**config.mk**
```make
export PLATFORM = sky130hd
export DESIGN_NAME = dvgb_regs
export DESIGN_NICKNAME = d
export VERILOG_FILES = /design/src/common/dvgb_pkg.sv /design/src/rtl/dvgb_regs.sv
export SDC_FILE = /design/constraint.sdc
export NUM_CORES = 1
export LEC_CHECK = 0
export BUFFER_PORTS_ARGS = -buffer_cell sky130_fd_sc_hd__buf_2
export CAP_MARGIN = 20
export CORE_AREA = 2 2 310 312
export DETAILED_ROUTE_END_ITERATION = 6
export DIE_AREA = 0 0 312 314
export PLACE_DENSITY_LB_ADDON = 0.12
export SETUP_SLACK_MARGIN = 0.5
export SYNTH_ARGS = -nofsm -noshare
export SYNTH_HDL_FRONTEND = slang
export SYNTH_SLANG_ARGS = --single-unit
```
**constraint.sdc**
```tcl
create_clock -name clock_in -period 7.3 [get_ports clock_in]
set_input_delay 0.365 -clock clock_in [delete_from_list [all_inputs] [get_ports clock_in]]
set_output_delay 0.365 -clock clock_in [all_outputs]
set_load 0.1 [all_outputs]
```
**src/common/dvgb_pkg.sv**
```systemverilog
// Purpose: constants for the delta velocity and gyro offset register block
// Assumes: AXI4-Lite slave, 32-bit data, one 40 MHz clock
// Notes: register index times four gives the byte address
// Operation
// [RULE1] x velocity change lower word, read only, index 0x30, no reset value
// [RULE2] x velocity change upper word, read only, index 0x32, two's complement
// [RULE3] y velocity change lower word, read only, index 0x34
// [RULE4] y velocity change upper word, read only, index 0x36, two's complement
// [RULE5] z velocity change lower word, read only, index 0x38
// [RULE6] z velocity change upper word, read only, index 0x3a, two's complement
// [RULE7] upper word alone is 16-bit two's complement, 0x8000 most negative
// [RULE8] upper and lower words form one 32-bit two's complement value
// [RULE9] offsets applied right after factory correction, chain ticks at 2000 Hz
// [RULE10] factory coefficients never visible; only offsets are writable; the code also takes writes to the decimation word at index 0x70
// [RULE11] x gyro offset lower word, read/write, index 0x40, resets to zero
// [RULE12] x gyro offset upper word, read/write, index 0x42, resets to zero
// [RULE13] y gyro offset lower word, read/write, index 0x44, resets to zero
// [RULE14] y gyro offset upper word, read/write, index 0x46, resets to zero
// [RULE15] x offset words join into 32 bits and add to x gyro data
// [RULE16] y offset words join into 32 bits and add to y gyro data
// [RULE17] velocity change sums successive sample pairs over decimation period, halved
// [RULE18] upper word is the high half, lower word the low half
// [RULE19] both words of all axes update on the same edge
// [RULE20] new offset used from next tick; zero offset leaves data unchanged

package dvgb_pkg;
   localparam int ADDR_W = 12;
   localparam int DATA_W = 32;
   localparam int WORD_W = 16;
   localparam int DEC_W = 11;
   localparam int ACC_W = 48;
   localparam int TICK_W = 15;

   localparam logic [7:0] IDX_X_VEL_LOWER = 8'h30;
   localparam logic [7:0] IDX_X_VEL_UPPER = 8'h32;
   localparam logic [7:0] IDX_Y_VEL_LOWER = 8'h34;
   localparam logic [7:0] IDX_Y_VEL_UPPER = 8'h36;
   localparam logic [7:0] IDX_Z_VEL_LOWER = 8'h38;
   localparam logic [7:0] IDX_Z_VEL_UPPER = 8'h3a;
   localparam logic [7:0] IDX_X_GYRO_OFS_LOWER = 8'h40;
   localparam logic [7:0] IDX_X_GYRO_OFS_UPPER = 8'h42;
   localparam logic [7:0] IDX_Y_GYRO_OFS_LOWER = 8'h44;
   localparam logic [7:0] IDX_Y_GYRO_OFS_UPPER = 8'h46;
   localparam logic [7:0] IDX_DECIMATION = 8'h70;

   localparam logic [WORD_W-1:0] OFFSET_RESET = 16'h0000;
   localparam logic [DEC_W-1:0] DECIMATION_RESET = 11'h000;
   localparam logic [1:0] RESP_OKAY = 2'b00;
   localparam logic [1:0] RESP_SLVERR = 2'b10;

   localparam int CLOCK_HZ = 40_000_000;
   localparam int SAMPLE_RATE_HZ = 2000;
   localparam int SAMPLE_PERIOD_CYCLES = CLOCK_HZ / SAMPLE_RATE_HZ;

   typedef enum logic [0:0]
   {
      DVGB_PRIME = 1'b0,
      DVGB_RUN = 1'b1
   } dvgb_integ_state_t;
endpackage : dvgb_pkg

```
**src/rtl/dvgb_regs.sv**
```systemverilog
// Purpose: velocity change results and gyro offset correction behind AXI4-Lite
// Assumes: sensor words arrive factory corrected on this clock
// Notes: flash backup of offsets lives outside; offsets restart at zero here
//
// Implementation choice: the AXI4-Lite slave port.
`timescale 1ns/10ps

module dvgb_regs
#(
   parameter int SAMPLE_PERIOD = dvgb_pkg::SAMPLE_PERIOD_CYCLES
)
(
   input wire logic clock_in,
   input wire logic reset_n_in,
   input wire logic [dvgb_pkg::ADDR_W-1:0] s_axi_awaddr_in,
   input wire logic s_axi_awvalid_in,
   output logic s_axi_awready_out,
   input wire logic [dvgb_pkg::DATA_W-1:0] s_axi_wdata_in,
   input wire logic [3:0] s_axi_wstrb_in,
   input wire logic s_axi_wvalid_in,
   output logic s_axi_wready_out,
   output logic [1:0] s_axi_bresp_out,
   output logic s_axi_bvalid_out,
   input wire logic s_axi_bready_in,
   input wire logic [dvgb_pkg::ADDR_W-1:0] s_axi_araddr_in,
   input wire logic s_axi_arvalid_in,
   output logic s_axi_arready_out,
   output logic [dvgb_pkg::DATA_W-1:0] s_axi_rdata_out,
   output logic [1:0] s_axi_rresp_out,
   output logic s_axi_rvalid_out,
   input wire logic s_axi_rready_in,
   input wire logic [31:0] accel_x_in,
   input wire logic [31:0] accel_y_in,
   input wire logic [31:0] accel_z_in,
   input wire logic [31:0] gyro_x_in,
   input wire logic [31:0] gyro_y_in,
   output logic [31:0] gyro_x_out,
   output logic [31:0] gyro_y_out,
   output logic gyro_valid_out,
   output logic velocity_ready_out
);
   import dvgb_pkg::*;

   function automatic logic [ADDR_W-1:0] byte_addr(input logic [7:0] idx);
      byte_addr = {2'b00, idx, 2'b00};
   endfunction : byte_addr

   // two's complement add that clamps instead of wrapping
   function automatic logic [31:0] sat_add(input logic [31:0] a, input logic [31:0] b);
      logic [32:0] s;
      s = {a[31], a} + {b[31], b};
      if (s[32] != s[31])
         sat_add = s[32] ? 32'h80000000 : 32'h7fffffff;
      else
         sat_add = s[31:0];
   endfunction : sat_add

   function automatic logic [31:0] sat_half(input logic [ACC_W-1:0] acc);
      logic [ACC_W-1:0] h;
      h = $signed(acc) >>> 1;
      if ($signed(h) > $signed({{(ACC_W-32){1'b0}}, 32'h7fffffff}))
         sat_half = 32'h7fffffff;
      else if ($signed(h) < $signed({{(ACC_W-32){1'b1}}, 32'h80000000}))
         sat_half = 32'h80000000;
      else
         sat_half = h[31:0];
   endfunction : sat_half

   function automatic logic [15:0] merge_lanes(input logic [15:0] old, input logic [31:0] wd,
                                               input logic [3:0] st);
      merge_lanes = {st[1] ? wd[15:8] : old[15:8], st[0] ? wd[7:0] : old[7:0]};
   endfunction : merge_lanes

   function automatic logic [ACC_W-1:0] widen(input logic [31:0] v);
      widen = {{(ACC_W-32){v[31]}}, v};
   endfunction : widen

   logic awready_q;
   logic wready_q;
   logic bvalid_q;
   logic [1:0] bresp_q;
   logic arready_q;
   logic rvalid_q;
   logic [1:0] rresp_q;
   logic [31:0] rdata_q;
   logic [ADDR_W-1:0] awaddr_q;
   logic [31:0] wdata_q;
   logic [3:0] wstrb_q;
   logic [15:0] x_gyro_offset_lower_q;
   logic [15:0] x_gyro_offset_upper_q;
   logic [15:0] y_gyro_offset_lower_q;
   logic [15:0] y_gyro_offset_upper_q;
   logic [DEC_W-1:0] decimation_setting_q;
   logic [TICK_W-1:0] tick_count_q;
   logic tick_q;
   dvgb_integ_state_t integ_state_q;
   logic [DEC_W-1:0] dec_count_q;
   logic [2:0][31:0] prev_accel_q;
   logic [2:0][ACC_W-1:0] acc_q;
   logic [2:0][31:0] velocity_q;
   logic [31:0] gyro_x_q;
   logic [31:0] gyro_y_q;
   logic gyro_valid_q;
   logic velocity_ready_q;

   wire aw_take = s_axi_awvalid_in && awready_q;
   wire w_take = s_axi_wvalid_in && wready_q;
   wire write_fire = !awready_q && !wready_q && !bvalid_q;
   wire b_done = bvalid_q && s_axi_bready_in;
   wire ar_take = s_axi_arvalid_in && arready_q;
   wire r_done = rvalid_q && s_axi_rready_in;

   // only the offsets and the decimation word take writes
   wire wr_x_lower = write_fire && (awaddr_q == byte_addr(IDX_X_GYRO_OFS_LOWER));
   wire wr_x_upper = write_fire && (awaddr_q == byte_addr(IDX_X_GYRO_OFS_UPPER));
   wire wr_y_lower = write_fire && (awaddr_q == byte_addr(IDX_Y_GYRO_OFS_LOWER));
   wire wr_y_upper = write_fire && (awaddr_q == byte_addr(IDX_Y_GYRO_OFS_UPPER));
   wire wr_dec = write_fire && (awaddr_q == byte_addr(IDX_DECIMATION));
   wire wr_hit = wr_x_lower || wr_x_upper || wr_y_lower || wr_y_upper || wr_dec;

   wire [31:0] x_offset = {x_gyro_offset_upper_q, x_gyro_offset_lower_q}; // RULE15
   wire [31:0] y_offset = {y_gyro_offset_upper_q, y_gyro_offset_lower_q}; // RULE16

   logic [31:0] rd_word;
   logic rd_hit;
   always_comb
   begin
      rd_word = 32'h00000000;
      rd_hit = 1'b1;
      if (s_axi_araddr_in == byte_addr(IDX_X_VEL_LOWER))
         rd_word = {16'h0000, velocity_q[0][15:0]}; // RULE1 RULE18
      else if (s_axi_araddr_in == byte_addr(IDX_X_VEL_UPPER))
         rd_word = {16'h0000, velocity_q[0][31:16]}; // RULE2 RULE7 RULE18
      else if (s_axi_araddr_in == byte_addr(IDX_Y_VEL_LOWER))
         rd_word = {16'h0000, velocity_q[1][15:0]}; // RULE3
      else if (s_axi_araddr_in == byte_addr(IDX_Y_VEL_UPPER))
         rd_word = {16'h0000, velocity_q[1][31:16]}; // RULE4
      else if (s_axi_araddr_in == byte_addr(IDX_Z_VEL_LOWER))
         rd_word = {16'h0000, velocity_q[2][15:0]}; // RULE5
      else if (s_axi_araddr_in == byte_addr(IDX_Z_VEL_UPPER))
         rd_word = {16'h0000, velocity_q[2][31:16]}; // RULE6
      else if (s_axi_araddr_in == byte_addr(IDX_X_GYRO_OFS_LOWER))
         rd_word = {16'h0000, x_gyro_offset_lower_q}; // RULE11
      else if (s_axi_araddr_in == byte_addr(IDX_X_GYRO_OFS_UPPER))
         rd_word = {16'h0000, x_gyro_offset_upper_q}; // RULE12
      else if (s_axi_araddr_in == byte_addr(IDX_Y_GYRO_OFS_LOWER))
         rd_word = {16'h0000, y_gyro_offset_lower_q}; // RULE13
      else if (s_axi_araddr_in == byte_addr(IDX_Y_GYRO_OFS_UPPER))
         rd_word = {16'h0000, y_gyro_offset_upper_q}; // RULE14
      else if (s_axi_araddr_in == byte_addr(IDX_DECIMATION))
         rd_word = {21'h0, decimation_setting_q};
      else
         rd_hit = 1'b0; // RULE10
   end

   // write channel: address and data taken in either order, one write in flight
   always_ff @(posedge clock_in or negedge reset_n_in)
   begin
      if (!reset_n_in)
      begin
         awready_q <= 1'b1;
         wready_q <= 1'b1;
         bvalid_q <= 1'b0;
         bresp_q <= RESP_OKAY;
         awaddr_q <= '0;
         wdata_q <= '0;
         wstrb_q <= '0;
      end
      else
      begin
         if (aw_take)
         begin
            awaddr_q <= s_axi_awaddr_in;
            awready_q <= 1'b0;
         end
         if (w_take)
         begin
            wdata_q <= s_axi_wdata_in;
            wstrb_q <= s_axi_wstrb_in;
            wready_q <= 1'b0;
         end
         if (write_fire)
         begin
            bvalid_q <= 1'b1;
            bresp_q <= wr_hit ? RESP_OKAY : RESP_SLVERR; // RULE10
         end
         else if (b_done)
         begin
            bvalid_q <= 1'b0;
            awready_q <= 1'b1;
            wready_q <= 1'b1;
         end
      end
   end

   always_ff @(posedge clock_in or negedge reset_n_in)
   begin
      if (!reset_n_in)
      begin
         arready_q <= 1'b1;
         rvalid_q <= 1'b0;
         rresp_q <= RESP_OKAY;
         rdata_q <= '0;
      end
      else if (ar_take)
      begin
         arready_q <= 1'b0;
         rvalid_q <= 1'b1;
         rdata_q <= rd_word;
         rresp_q <= rd_hit ? RESP_OKAY : RESP_SLVERR;
      end
      else if (r_done)
      begin
         rvalid_q <= 1'b0;
         arready_q <= 1'b1;
      end
   end

   // read-only words have no write path at all
   always_ff @(posedge clock_in or negedge reset_n_in)
   begin
      if (!reset_n_in)
      begin
         x_gyro_offset_lower_q <= OFFSET_RESET; // RULE11
         x_gyro_offset_upper_q <= OFFSET_RESET; // RULE12
         y_gyro_offset_lower_q <= OFFSET_RESET; // RULE13
         y_gyro_offset_upper_q <= OFFSET_RESET; // RULE14
         decimation_setting_q <= DECIMATION_RESET;
      end
      else
      begin
         if (wr_x_lower)
            x_gyro_offset_lower_q <= merge_lanes(x_gyro_offset_lower_q, wdata_q, wstrb_q); // RULE11
         if (wr_x_upper)
            x_gyro_offset_upper_q <= merge_lanes(x_gyro_offset_upper_q, wdata_q, wstrb_q); // RULE12
         if (wr_y_lower)
            y_gyro_offset_lower_q <= merge_lanes(y_gyro_offset_lower_q, wdata_q, wstrb_q); // RULE13
         if (wr_y_upper)
            y_gyro_offset_upper_q <= merge_lanes(y_gyro_offset_upper_q, wdata_q, wstrb_q); // RULE14
         if (wr_dec)
            decimation_setting_q <= {st_hi(wstrb_q[1], wdata_q[10:8], decimation_setting_q[10:8]),
                                     wstrb_q[0] ? wdata_q[7:0] : decimation_setting_q[7:0]};
      end
   end

   function automatic logic [2:0] st_hi(input logic en, input logic [2:0] nw, input logic [2:0] old);
      st_hi = en ? nw : old;
   endfunction : st_hi

   // processing tick for the sensor chain
   wire tick_wrap = (tick_count_q == TICK_W'(SAMPLE_PERIOD - 1));
   always_ff @(posedge clock_in or negedge reset_n_in)
   begin
      if (!reset_n_in)
      begin
         tick_count_q <= '0;
         tick_q <= 1'b0;
      end
      else
      begin
         tick_count_q <= tick_wrap ? '0 : tick_count_q + 1'b1; // RULE9
         tick_q <= tick_wrap; // RULE9
      end
   end

   // offset adds after the factory stage; offset sampled on the tick itself
   always_ff @(posedge clock_in or negedge reset_n_in)
   begin
      if (!reset_n_in)
      begin
         gyro_x_q <= '0;
         gyro_y_q <= '0;
         gyro_valid_q <= 1'b0;
      end
      else
      begin
         gyro_valid_q <= tick_q;
         if (tick_q)
         begin
            gyro_x_q <= sat_add(gyro_x_in, x_offset); // RULE15 RULE20 RULE9
            gyro_y_q <= sat_add(gyro_y_in, y_offset); // RULE16 RULE20 RULE9
         end
      end
   end

   // integrator: first tick only primes the previous sample
   wire period_end = (dec_count_q >= decimation_setting_q);
   logic [2:0][31:0] accel_now;
   assign accel_now = {accel_z_in, accel_y_in, accel_x_in};

   always_ff @(posedge clock_in or negedge reset_n_in)
   begin
      if (!reset_n_in)
      begin
         integ_state_q <= DVGB_PRIME;
         dec_count_q <= '0;
         prev_accel_q <= '0;
         acc_q <= '0;
         velocity_q <= '0;
         velocity_ready_q <= 1'b0;
      end
      else
      begin
         velocity_ready_q <= 1'b0;
         if (tick_q)
         begin
            prev_accel_q <= accel_now;
            case (integ_state_q)
               DVGB_PRIME:
               begin
                  integ_state_q <= DVGB_RUN;
               end
               DVGB_RUN:
               begin
                  for (int i = 0; i < 3; i++)
                  begin
                     if (period_end)
                     begin
                        // RULE17 RULE8 RULE19
                        velocity_q[i] <= sat_half(acc_q[i] + widen(accel_now[i]) + widen(prev_accel_q[i]));
                        acc_q[i] <= '0;
                     end
                     else
                        acc_q[i] <= acc_q[i] + widen(accel_now[i]) + widen(prev_accel_q[i]); // RULE17
                  end
                  dec_count_q <= period_end ? '0 : dec_count_q + 1'b1;
                  velocity_ready_q <= period_end; // RULE19
               end
               default:
               begin
                  integ_state_q <= DVGB_PRIME;
               end
            endcase
         end
      end
   end

   assign s_axi_awready_out = awready_q;
   assign s_axi_wready_out = wready_q;
   assign s_axi_bvalid_out = bvalid_q;
   assign s_axi_bresp_out = bresp_q;
   assign s_axi_arready_out = arready_q;
   assign s_axi_rvalid_out = rvalid_q;
   assign s_axi_rresp_out = rresp_q;
   assign s_axi_rdata_out = rdata_q;
   assign gyro_x_out = gyro_x_q;
   assign gyro_y_out = gyro_y_q;
   assign gyro_valid_out = gyro_valid_q;
   assign velocity_ready_out = velocity_ready_q;

   a_x_offset_add: assert property (@(posedge clock_in) disable iff (!reset_n_in) // RULE15
      tick_q |=> gyro_x_out == sat_add($past(gyro_x_in), $past(x_offset)))
      else $error("x gyro output not raw plus offset");

   a_y_offset_add: assert property (@(posedge clock_in) disable iff (!reset_n_in) // RULE16
      tick_q |=> gyro_y_out == sat_add($past(gyro_y_in), $past(y_offset)))
      else $error("y gyro output not raw plus offset");

   a_zero_offset_pass: assert property (@(posedge clock_in) disable iff (!reset_n_in) // RULE20
      (tick_q && x_offset == 32'h00000000) |=> gyro_x_out == $past(gyro_x_in))
      else $error("zero offset changed x gyro data");

   a_tick_spacing: assert property (@(posedge clock_in) disable iff (!reset_n_in) // RULE9
      tick_q |=> !tick_q [*8])
      else $error("processing tick repeated too soon");

   a_words_together: assert property (@(posedge clock_in) disable iff (!reset_n_in) // RULE19
      ($changed(velocity_q[0][15:0]) || $changed(velocity_q[2][31:16])) |-> velocity_ready_out)
      else $error("velocity words changed outside a result update");

   a_read_upper_word: assert property (@(posedge clock_in) disable iff (!reset_n_in) // RULE18
      (ar_take && s_axi_araddr_in == byte_addr(IDX_X_VEL_UPPER) && !velocity_ready_q && !tick_q)
      |=> s_axi_rvalid_out && s_axi_rdata_out == {16'h0000, velocity_q[0][31:16]})
      else $error("x upper word read wrong half");

   a_hidden_unmapped: assert property (@(posedge clock_in) disable iff (!reset_n_in) // RULE10
      (ar_take && !rd_hit) |=> s_axi_rresp_out == RESP_SLVERR && s_axi_rdata_out == 32'h00000000)
      else $error("unmapped read not refused");

   a_write_response: assert property (@(posedge clock_in) disable iff (!reset_n_in) // RULE11
      (aw_take && w_take) |=> ##1 s_axi_bvalid_out)
      else $error("write response late");

   a_offset_write: assert property (@(posedge clock_in) disable iff (!reset_n_in) // RULE12
      (wr_x_upper && wstrb_q[1:0] == 2'b11) |=> x_gyro_offset_upper_q == $past(wdata_q[15:0]))
      else $error("x upper offset write lost");

   a_pair_sum: assert property (@(posedge clock_in) disable iff (!reset_n_in) // RULE17
      (tick_q && integ_state_q == DVGB_RUN && decimation_setting_q == 11'h000)
      |=> velocity_ready_out && velocity_q[1] == sat_half($past(widen(accel_y_in)) + $past(widen(prev_accel_q[1]))))
      else $error("single pair velocity change wrong");
endmodule : dvgb_regs

```
==> reports/results.tsv <==
stage	metric	value	unit
sta	Slew @ Worst Pin	1.09	ns
run	max cap viols	0	
clocking	clk sink count	558	
floorplan	FP Rows	113	
sta	final hold slack	0.0341	ns
synth	distinct cell type count after synthesis	87	
synth	Avg Cell Area, Syn	9.60	µm²
critical_path	CP Launch Type	primary input	
sta	Slew HR	27.1	%
routing	met3 wire length	5.40	mm
clocking	CTS tree	yes	
floorplan	die area	0.0980	mm²
floorplan	Starting Density	39.8	%
clocking	Max Root-Sink Buffers	3	
routing	detailed-route via count	30900	
grt	Remaining Overflow, GRT	0	
routing	vias per cell	5.57	
cells_and_area	Ant. Diodes	0	
cells_and_area	final std cells w/o fill	5551	
cells_and_area	layout cell share with drive strength beyond 1	17.1	%
pwr	Leakage	20.2	nW
critical_path	Required @ worst endpoint	7.86	ns
synth	Compound-Gate Fraction of Synth Area	20.1	%
routing	drt wl/cell	21.5	µm
cells_and_area	post-route cell area	0.0436	mm²
place	Area after DPL	0.0402	mm²
critical_path	slowest cell on the critical path	nor4_1	
sta	RSZ-0062 raised after global routing	no	
grt	Overall Global Routing Usage	24.1	%
place	Post-Place Worst Slack	1.78	ns
pwr	Final Power	8.58	mW
pwr	worst vdd ir	0.132	mV
synth	simple-gate share of the synthesized area	12.9	%
synth	Synth async-reset ratio	100	%
place	GPL Wtd Cong	0.918	
clocking	Setup Buffers After CTS	0	
routing	Metal-1 WL	55.1	mm
critical_path	Crit Path Category	in2reg	
synth	Synth Register Bits	558	
synth	post-synthesis mux area share	6.08	%
min_path	Hold Path Class	in2reg	
sta	final setup margin	1.65	ns
grt	vias in the first global route	30500	
synth	sequential fraction of the synthesis area	37.1	%
floorplan	die width	312	µm
cells_and_area	Final Util	46.1	%
synth	yosys warns	0	
synth	main combinational cell family by area after synthesis	compound AO/OA/AOI/OAI gates	
synth	Main synth FF type	dfrtp_1	
clocking	CTS Buf Count	69	
floorplan	core box area	0.0944	mm²
clocking	worst skew pair latency	0.63	ns
sta	Peak Freq	177	MHz
pwr	Pwr per Cell Area	197	mW/mm²
routing	antenna viol nets, final	0	
synth	Post-synth EDFFs	0	
critical_path	Crit path largest cell delay	0.83	ns
sta	final setup fails	0	
synth	Post-Synth XOR/XNOR Area	4.31	%
critical_path	worst path cell trace	dlygate4sd3_1 > buf_2 > inv_1 > fa_1 > inv_1 > ha_1 > fa_1 > a21o_1 > a221oi_1 > o211ai_1 > a21oi_1 > nor4_1 > o21ai_0 > a221oi_1 > nand3_1 > nor4_1 > a41o_1 > buf_4 > o221a_2	
routing	Max Used Layer	met5	
run_status	status	finished clean	
routing	Pre-antenna DRT Iters	5	
critical_path	Worst EP arrival	6.20	ns
clocking	CTS clk-pin slew, worst paths	0.06	ns
place	IO buf count	297	
cells_and_area	most frequent cells in the layout	554 x dfrtp_1, 403 x nand2_1, 296 x buf_2, 288 x a21oi_1, 266 x nor2_1	
cells_and_area	final layout net count	4826	
floorplan	Ports	334	
sta	fraction of the cycle the final worst path needs	77.4	%
place	post-DP HPWL	89.9	mm
synth	adder-cell share of the synthesized area	15.0	%
synth	Synth Instances	3917	
sta	Final Skew	0.0241	ns
synth	Syn Std Cell Area	0.0376	mm²
routing	drt total wl	119	mm
routing	initial drt markers	2395	
grt	largest net degree at the start of global routing	157	
clocking	clk root buf	clkbuf_16	
place	# placed instances	5336	
critical_path	Worst setup EP type	flip-flop	
grt	initial antenna violation count	3	
floorplan	Die H	314	µm
cells_and_area	fill count	9251	
sta	min Tclk post-route	5.65	ns
sta	final hold vios	0	
sta	Max Slew Vio Count	0	
critical_path	CP Max Fanout	31	
clocking	htree depth	3	
cells_and_area	commonest non-fill, non-tap cell in the layout	dfrtp_1	
routing	DR WL met2	55.9	mm
cells_and_area	area grow syn2layout	15.9	%
routing	DRC violation count after routing	0	
sta	Post-Route Setup TNS	0	ns
grt	first-pass GRT wire length	185	mm
[report_power, final]
group	internal [mW]	total (mW)	switching, mW
Sequential	3.21	3.38	0.177
Clock	2.24	3.68	1.44
Combinational	0.523	1.52	0.992
Total	5.97	8.58	2.61
[flip-flops by register name, indices dropped and copies added, names as in the netlist, 15 cells and up]
| name | count |
|---|---|
| acc_q | 144 |
| prev_accel_q | 96 |
| velocity_q | 96 |
| gyro_x_out | 32 |
| gyro_y_out | 32 |
| s_axi_rdata_out | 16 |
| wdata_q | 16 |
| x_gyro_offset_lower_q | 16 |
| x_gyro_offset_upper_q | 16 |
| y_gyro_offset_lower_q | 16 |
| y_gyro_offset_upper_q | 16 |
| tick_count_q | 15 |
[synthesized netlist by cell type, types with 21 or more instances]
cell | instances | share of area [%]
nor3_1 | 58 | 0.77
nor2_1 | 268 | 2.7
a21oi_1 | 288 | 3.8
a221oi_1 | 25 | 0.58
clkbuf_1 | 141 | 1.4
nand3_1 | 83 | 1.1
a211oi_1 | 40 | 0.80
a22o_1 | 77 | 1.8
o21bai_1 | 27 | 0.54
buf_4 | 21 | 0.42
o22ai_1 | 91 | 1.5
and3_1 | 29 | 0.48
and2_1 | 23 | 0.38
a31oi_1 | 25 | 0.42
ha_1 | 218 | 7.3
xor2_1 | 64 | 1.5
mux2_2 | 187 | 5.6
a21o_1 | 82 | 1.6
o211ai_1 | 29 | 0.58
fa_1 | 146 | 7.8
o21ai_0 | 238 | 3.2
o221a_2 | 32 | 0.96
nand4_1 | 52 | 0.86
inv_1 | 214 | 2.1
dfrtp_1 | 555 | 37
nand2b_1 | 24 | 0.40
xnor2_1 | 121 | 2.8
nand2_1 | 404 | 4.0
[timing repair]
action,4_1_cts,5_1_grt
resized for setup,0,0
hold buffers,92,0
endpoints found under the hold margin,153,0
[per-layer routing]
metal | track usage, % | up-vias
met5 | 0 | -
met4 | 6.38 | 2
met3 | 2.83 | 129
met2 | 39.5 | 772
met1 | 34.0 | 15200
li1 | - | 14800
[critical path: cells and delay by family]
family,cells,cell delay [ns]
compound gates,8,2.26
simple gates,3,1.55
buf+inv,5,1.13
fa+ha+maj,3,0.90
[cell type report]
cell class	instances	area (µm²)	share of cell area [%]
multi-input combinational	2971	22100	50.7
sequential	558	14000	32.1
timing repair buffer	421	2720	6.23
clock buffer	97	2050	4.70
tap	1265	1580	3.63
inverter	214	805	1.85
clock inverter	25	363	0.833
[cell families after synthesis]
logic type	after synthesis
buffers and inverters	405
and+or+nand+nor	1059
xor gates and xnor gates	185
adders and majority gates	364
muxes	200
other	1
DFF	558
AOI/OAI and AO/OA	1145
[path summary, 6_finish.rpt]
path,start,end,slack (ns),cells after the start
setup / recovery,accel_z_in[1],velocity_q[64],1.65,19
hold / removal,accel_y_in[9],prev_accel_q[41],0.03,2
setup reg to reg,prev_accel_q[65],velocity_q[64],1.74,17
hold reg to reg,s_axi_rdata_out[12],s_axi_rdata_out[12],0.48,2
max in group asynchronous,reset_n_in,acc_q[87],5.17,4
min in group asynchronous,reset_n_in,gyro_y_out[9],0.30,2
Power figures use the tool's default switching activity.
